**src/hw/sad_defs.vh**
```
// Address map constants for the system address decoder
// How it works
// - Primary flash sits at boot address by default.
// - Swap option puts secondary flash at boot.
// - SRAM aliased in three windows.
// - Non-CPU masters always get non-buffered SRAM access.
// - CPU first peripheral range gives buffered bridge access.
// - CPU second peripheral range gives non-buffered bridge access.
// - Peripheral selected by bridge base plus offset.
`ifndef SAD_DEFS_VH
`define SAD_DEFS_VH

// ----------------------------------------------------------------
// Address windows
// ----------------------------------------------------------------
`define SAD_BOOT_BASE      32'h0000_0000
`define SAD_TCM_BASE       32'h0400_0000
`define SAD_SRAM_BUF_BASE  32'h4000_0000
`define SAD_SRAM_NBUF_BASE 32'h5000_0000
`define SAD_PERI_BUF_BASE  32'h4800_0000
`define SAD_PERI_BUF_LAST  32'h4FFF_FFFF
`define SAD_PERI_NBUF_BASE 32'h5800_0000
`define SAD_PERI_NBUF_LAST 32'h5FFF_FFFF
// Top 5 address bits pick a 128 MB window
`define SAD_WIN_MSB        31
`define SAD_WIN_LSB        27
// Bridge split inside a peripheral window: bit 26
`define SAD_BRIDGE_BIT     26

// ----------------------------------------------------------------
// Default window sizes
// ----------------------------------------------------------------
`define SAD_FLASH0_SIZE    32'h0008_0000
`define SAD_FLASH1_SIZE    32'h0000_8000
`define SAD_SRAM_SIZE      32'h0001_8000
`define SAD_BRIDGE_SIZE    32'h0400_0000

// ----------------------------------------------------------------
// Target codes
// ----------------------------------------------------------------
`define SAD_TGT_NONE       3'h0
`define SAD_TGT_FLASH0     3'h1
`define SAD_TGT_FLASH1     3'h2
`define SAD_TGT_TCM        3'h3
`define SAD_TGT_SRAM       3'h4
`define SAD_TGT_BRIDGE0    3'h5
`define SAD_TGT_BRIDGE1    3'h6

`endif

```
**src/hw/sad_decoder.v**
```verilog
// System address decoder: flash, SRAM aliases, peripheral bridges
`timescale 1ns/100ps
`include "sad_defs.vh"
module sad_decoder #(
    parameter FLASH0_SIZE = `SAD_FLASH0_SIZE,
    parameter FLASH1_SIZE = `SAD_FLASH1_SIZE,
    parameter SRAM_SIZE   = `SAD_SRAM_SIZE,
    parameter BRIDGE_SIZE = `SAD_BRIDGE_SIZE
) (
    // Clock and reset
    input  wire        ref_clk,
    input  wire        rst_b,
    // Configuration
    input  wire        flashSwap,
    // Master request
    input  wire        reqValid,
    input  wire        reqWrite,
    input  wire        reqFromCpu,
    input  wire [31:0] reqAddr,
    // Target handshake
    input  wire        tgtDone,
    // Decoded access
    output reg         accValid,
    output reg         accWrite,
    output reg  [2:0]  accTarget,
    output reg  [31:0] accOffset,
    output reg         accBuffered,
    output reg         accError,
    // Master completion
    output reg         reqDone,
    output reg         busy
);
    // ------------------------------------------------------------
    // Window matching
    // ------------------------------------------------------------
    // Flash bank placement
    wire [31:0] flashHiBase;
    wire [31:0] flashLoSize;
    wire [31:0] flashHiSize;
    // Window hits
    wire        hitLo;
    wire        hitHi;
    wire        hitTcm;
    wire        hitSb;
    wire        hitSn;
    wire        hitPb;
    wire        hitPn;
    // Offsets inside each window
    wire [31:0] offLo;
    wire [31:0] offHi;
    wire [31:0] offTcm;
    wire [31:0] offSb;
    wire [31:0] offSn;
    wire [31:0] offPb;
    wire [31:0] offPn;

    // Bank at boot decides where the other begins
    assign flashLoSize = flashSwap ? FLASH1_SIZE : FLASH0_SIZE;
    assign flashHiSize = flashSwap ? FLASH0_SIZE : FLASH1_SIZE;
    assign flashHiBase = `SAD_BOOT_BASE + flashLoSize;

    // Both bridges of one peripheral window, side by side
    localparam [31:0] PERI_SIZE = BRIDGE_SIZE * 2;

    // Bank at the boot address
    sad_window_match #(
        .AW     (32)
    ) uLo (
        .addr   (reqAddr),
        .base   (`SAD_BOOT_BASE),
        .size   (flashLoSize),
        .hit    (hitLo),
        .offset (offLo)
    );

    // Other bank, right after the boot bank
    sad_window_match #(
        .AW     (32)
    ) uHi (
        .addr   (reqAddr),
        .base   (flashHiBase),
        .size   (flashHiSize),
        .hit    (hitHi),
        .offset (offHi)
    );

    // SRAM through the tightly coupled data port
    sad_window_match #(
        .AW     (32)
    ) uTcm (
        .addr   (reqAddr),
        .base   (`SAD_TCM_BASE),
        .size   (SRAM_SIZE),
        .hit    (hitTcm),
        .offset (offTcm)
    );

    // SRAM alias for buffered system-bus access
    sad_window_match #(
        .AW     (32)
    ) uSb (
        .addr   (reqAddr),
        .base   (`SAD_SRAM_BUF_BASE),
        .size   (SRAM_SIZE),
        .hit    (hitSb),
        .offset (offSb)
    );

    // SRAM alias for non-buffered system-bus access
    sad_window_match #(
        .AW     (32)
    ) uSn (
        .addr   (reqAddr),
        .base   (`SAD_SRAM_NBUF_BASE),
        .size   (SRAM_SIZE),
        .hit    (hitSn),
        .offset (offSn)
    );

    // Buffered peripheral window, both bridges
    sad_window_match #(
        .AW     (32)
    ) uPb (
        .addr   (reqAddr),
        .base   (`SAD_PERI_BUF_BASE),
        .size   (PERI_SIZE),
        .hit    (hitPb),
        .offset (offPb)
    );

    // Non-buffered peripheral window, same bridges
    sad_window_match #(
        .AW     (32)
    ) uPn (
        .addr   (reqAddr),
        .base   (`SAD_PERI_NBUF_BASE),
        .size   (PERI_SIZE),
        .hit    (hitPn),
        .offset (offPn)
    );

    // ------------------------------------------------------------
    // Decode
    // ------------------------------------------------------------
    reg [2:0]  next_target;
    reg [31:0] next_offset;
    reg        next_buffered;

    // Priority chain; windows never overlap, so order is cosmetic
    always @* begin
        next_target   = `SAD_TGT_NONE;
        next_offset   = 32'h0000_0000;
        next_buffered = 1'b0;
        if (hitLo) begin
            next_target = flashSwap ? `SAD_TGT_FLASH1
                                    : `SAD_TGT_FLASH0;
            next_offset = offLo;
        end else if (hitHi) begin
            next_target = flashSwap ? `SAD_TGT_FLASH0
                                    : `SAD_TGT_FLASH1;
            next_offset = offHi;
        end else if (hitTcm) begin
            next_target = `SAD_TGT_TCM;
            next_offset = offTcm;
        end else if (hitSb) begin
            next_target   = `SAD_TGT_SRAM;
            next_offset   = offSb;
            next_buffered = reqFromCpu;
        end else if (hitSn) begin
            next_target = `SAD_TGT_SRAM;
            next_offset = offSn;
        end else if (hitPb) begin
            // Bridge picked by bit 26, offset below it
            next_target   = offPb[`SAD_BRIDGE_BIT] ? `SAD_TGT_BRIDGE1
                                                   : `SAD_TGT_BRIDGE0;
            next_offset   = {6'h00, offPb[25:0]};
            next_buffered = reqFromCpu;
        end else if (hitPn) begin
            next_target = offPn[`SAD_BRIDGE_BIT] ? `SAD_TGT_BRIDGE1
                                                 : `SAD_TGT_BRIDGE0;
            next_offset = {6'h00, offPn[25:0]};
        end
    end

    // ------------------------------------------------------------
    // Access sequencing
    // ------------------------------------------------------------
    // Early ack only for buffered writes; reads always need data
    wire earlyAck = next_buffered && reqWrite;
    wire noTarget = (next_target == `SAD_TGT_NONE);

    // One access in flight; new requests wait while busy
    always @(posedge ref_clk or negedge rst_b) begin
        if (!rst_b) begin
            accValid    <= 1'b0;
            accWrite    <= 1'b0;
            accTarget   <= 3'h0;
            accOffset   <= 32'h0000_0000;
            accBuffered <= 1'b0;
            accError    <= 1'b0;
            reqDone     <= 1'b0;
            busy        <= 1'b0;
        end else begin
            accValid <= 1'b0;
            reqDone  <= 1'b0;
            accError <= 1'b0;
            if (!busy && reqValid) begin
                accWrite    <= reqWrite;
                accTarget   <= next_target;
                accOffset   <= next_offset;
                accBuffered <= next_buffered;
                if (noTarget) begin
                    // Unmapped: complete at once with error
                    reqDone  <= 1'b1;
                    accError <= 1'b1;
                end else begin
                    accValid <= 1'b1;
                    busy     <= 1'b1;
                    reqDone  <= earlyAck;
                end
            end else if (busy && tgtDone) begin
                busy    <= 1'b0;
                reqDone <= !(accBuffered && accWrite);
            end
        end
    end
endmodule // sad_decoder

```
**src/hw/sad_window_match.v**
```verilog
// Window compare: base and size to hit flag and offset
`timescale 1ns/100ps
module sad_window_match #(
    parameter AW = 32
) (
    // Address and window
    input  wire [AW-1:0] addr,
    input  wire [AW-1:0] base,
    input  wire [AW-1:0] size,
    // Result
    output wire          hit,
    output wire [AW-1:0] offset
);
    // Offset is only meaningful while hit is high
    assign offset = addr - base;
    assign hit    = (addr >= base) && (offset < size);
endmodule // sad_window_match

```
**config.mk**
```make
export PLATFORM = sky130hd
export DESIGN_NAME = sad_decoder
export DESIGN_NICKNAME = d
export VERILOG_FILES = /design/src/hw/sad_decoder.v /design/src/hw/sad_window_match.v
export VERILOG_INCLUDE_DIRS = /design/src /design/src/hw
export SDC_FILE = /design/constraint.sdc
export NUM_CORES = 1
export LEC_CHECK = 0
export ABC_AREA = 1
export BUFFER_PORTS_ARGS = -buffer_cell sky130_fd_sc_hd__buf_4
export CAP_MARGIN = 20
export CORE_MARGIN = 5
export CORE_UTILIZATION = 45
export DETAILED_ROUTE_END_ITERATION = 12
export PLACE_DENSITY = 0.68
export SETUP_SLACK_MARGIN = 0.4
export SLEW_MARGIN = 20
export SYNTH_ARGS = -nofsm -noshare
export SYNTH_HDL_FRONTEND = slang
export SYNTH_SLANG_ARGS = --single-unit
```
**constraint.sdc**
```tcl
create_clock -name ref_clk -period 2.4 [get_ports ref_clk]
set_input_delay 0.24 -clock ref_clk [delete_from_list [all_inputs] [get_ports ref_clk]]
set_output_delay 0.24 -clock ref_clk [all_outputs]
set_load 0.05 [all_outputs]
```
==> results.json <==
{
  "status": "complete, no violations",
  "startpoint_type": "primary input",
  "slowest_stage": "ha_4",
  "netlist_instances": 554,
  "rsz0062_at_grt": "true",
  "ant_nets": 0,
  "pre_cts_ws_ns": -0.0174,
  "via_per_inst": 5.38,
  "setup_violations": 0,
  "cts-root-buf": "clkbuf_8",
  "grt.overflow.total": 0,
  "syn_to_final_growth_pct": 49.7,
  "maxCapViolations": 0,
  "crit_type": "primary input to flop",
  "wl_met1_um": 5000,
  "path_cells": "buf_8 > clkinvlp_4 > ha_4 > buf_4 > nand2_1 > nor2_1 > nand2_2 > nand2_1 > nand2_2 > nand2_4 > inv_2 > nand4_4 > nor2_4 > buf_6 > nor2_4 > nand4_1 > nand3_2",
  "wl_met3_um": 750,
  "rows": 32,
  "final_common_cell": "nand2_1",
  "ios": 80,
  "initial_utilization_pct": 46.6,
  "first_iter_violations": 192,
  "finalPower_mw": 2.67,
  "yosysTopAreaCell": "dfrtp_1",
  "antenna_found_initial": 0,
  "routed_wl_um": 12200,
  "cts_tree": "done",
  "p_leak_nw": 2.62,
  "drc_errors": 0,
  "cp_data_arrival_time_ns": 2.21,
  "r2r_setup_slack_ns": 0.75,
  "endpoint_kind": "flop",
  "grt_max_degree": 42,
  "rr_worst_depth": 6,
  "post-route-min-period_ns": 2.03,
  "clock_skew_ns": 0.00286,
  "yosysWarnings": 0,
  "cp_max_fo": 7,
  "hold_end": "busy",
  "power_density_mw_per_mm2": 490,
  "worst_path_largest_cell_delay_ns": 0.26,
  "tightest_slew_ns": 0.548,
  "routed.top_layer": "met4",
  "fin_tns_setup_ns": 0,
  "ctsLongestPathBuffers": 2,
  "fill_cells": 652,
  "synth_seq_cells": 41,
  "syn_area_per_cell_sq_um": 6.56,
  "gr-usage-all-layers_pct": 22.4,
  "r2r_start": "busy",
  "clk_latency_ns": 0.29,
  "vias": 4210,
  "numClockSinks": 41,
  "cts.clk_slew.worst_paths_ns": 0.09,
  "drv_slew": 0,
  "ys_seq_area_share_pct": 28.2,
  "setup_slack_ns": 0.372,
  "syn_nets": 613,
  "routabilityCongestion": 0.937,
  "htreeDepth": 2,
  "finalCritPeriodShare_pct": 84.5,
  "grt_pass1_vias": 3907,
  "fmax_mhz": 493,
  "wl_met2_um": 6230,
  "port_buffers": 79,
  "worstHoldStart": "tgtDone",
  "final_cells": 783,
  "dieArea_sq_mm": 0.00998,
  "final_cell_mix": "nand2_1, buf_4, nor2_1",
  "die_h_um": 99.9,
  "hold_viol": 0,
  "die_w_um": 99.9,
  "place_inst": 750,
  "synth.area.top_cells": "dfrtp_1, nand2_1, nand3_1",
  "dp_hpwl_um": 8720,
  "hold_path_class": "primary input to flop",
  "nets": 739,
  "holdWs_ns": 0.112,
  "hold_path_depth": 2,
  "ys_types": 37,
  "relSlewSlack_pct": 63.2,
  "wire_per_inst_um": 15.6,
  "vdd_drop_max_v": 0.000424,
  "cts_made_buffers": 5,
  "diodes": 0,
  "synth_top_area_share_pct": 28.2,
  "syn-cell-area_sq_mm": 0.00364,
  "reg2reg_to": "accOffset[4]",
  "drive_above_1_share_pct": 41.3,
  "first_pass_iters": 5,
  "required_ns": 2.58,
  "grt_pass1_wl_um": 18300,
  "fp.coreArea_sq_mm": 0.00781
}
state kept, by name, indices dropped and copies added (netlist names):
register     count
reqDone          1
accOffset       32
accError         1
accBuffered      1
accTarget        3
accValid         1
busy             1
accWrite         1
synthesized netlist by cell type:
cell type / number
nand2_1: 176
nor2_1: 76
nand3_1: 61
dfrtp_1: 41
inv_1: 41
ha_1: 20
a21oi_1: 18
nand3_2: 14
nand4_1: 13
o21ai_0: 13
nand2_2: 12
nor2_2: 11
inv_2: 9
nor2_4: 9
clkbuf_1: 6
buf_2: 4
buf_4: 3
nor3_1: 3
xor2_1: 3
a31oi_1: 2
nand2_4: 2
nand4_2: 2
a21boi_0: 1
buf_12: 1
buf_6: 1
clkinv_1: 1
inv_4: 1
nand2b_1: 1
nand3b_1: 1
nor2_8: 1
o2111ai_1: 1
o21a_1: 1
o21ai_1: 1
o22ai_1: 1
o31ai_1: 1
or2_2: 1
xnor2_1: 1
per-layer routing:
metal / GRT usage, % / up-vias
met1: 29.4 / 1999
met4: 5.78 / 0
met5: 0 / -
met2: 38.4 / 155
met3: 3.54 / 21
li1: - / 2035
worst max path at each step:
stage | startpoint | end | slack, ns | cells past startpoint
finish | reqAddr[27] | reqDone | 0.37 | 17
global route | reqAddr[27] | reqDone | 0.28 | 17
CTS | reqAddr[27] | busy | 0.40 | 19
detailed placement | flashSwap | accTarget[1] | -0.02 | 17
global placement | flashSwap | accOffset[19] | 0.02 | 17
floorplan | reqAddr[15] | accOffset[24] | 0.27 | 18
cell type report:
type,instances,area (sq um),area share (%)
flip-flops and latches,41,1030,18.8
multi-input cells,446,2810,51.6
inverters,52,220,4.05
repair buffers,134,1150,21.1
clock inverters,3,46.3,0.850
clock buffers,5,68.8,1.26
well taps,102,128,2.34
cells by family (layout without fill, tap and decap cells):
kind of cell,Yosys count,count (layout),share of synthesized area [%]
and+or+nand+nor,383,383,50.1
DFF,41,41,28.2
adders and majority gates,20,20,6.88
xor gates and xnor gates,4,4,0.964
buffers and inverters,67,194,8.09
AOI/OAI and AO/OA,39,39,5.78
through the flow:
| stage | utilization [%] | area (sq um) |
|---|---|---|
| finish | 69.7 | 5440 |
| global route | 69.7 | 5440 |
| CTS | 62.4 | 4870 |
| detailed placement | 58.4 | 4560 |
| global placement | 58.4 | 4560 |
| floorplan | - | 3690 |
power breakdown:
part / internal [mW] / total [mW] / switching [mW]
logic: 0.432 / 1.26 / 0.823
registers: 0.784 / 0.838 / 0.0549
clock network: 0.312 / 0.574 / 0.263
total: 1.53 / 2.67 / 1.14
what timing repair did:
action	4_1_cts	5_1_grt
setup buffers	6	17
resized for setup	23	105
pin swaps	13	55
cloned	1	0
endpoints found under the setup margin	35	40
hold buffers	1	0
endpoints found under the hold margin	41	0
critical path, delay by kind of cell:
family / cells / cell delay, ns
buffers and inverters: 5 / 0.65
adders and majority gates: 1 / 0.26
and+or+nand+nor: 11 / 1.06
Note: power is estimated with default switching activity, not from simulation.
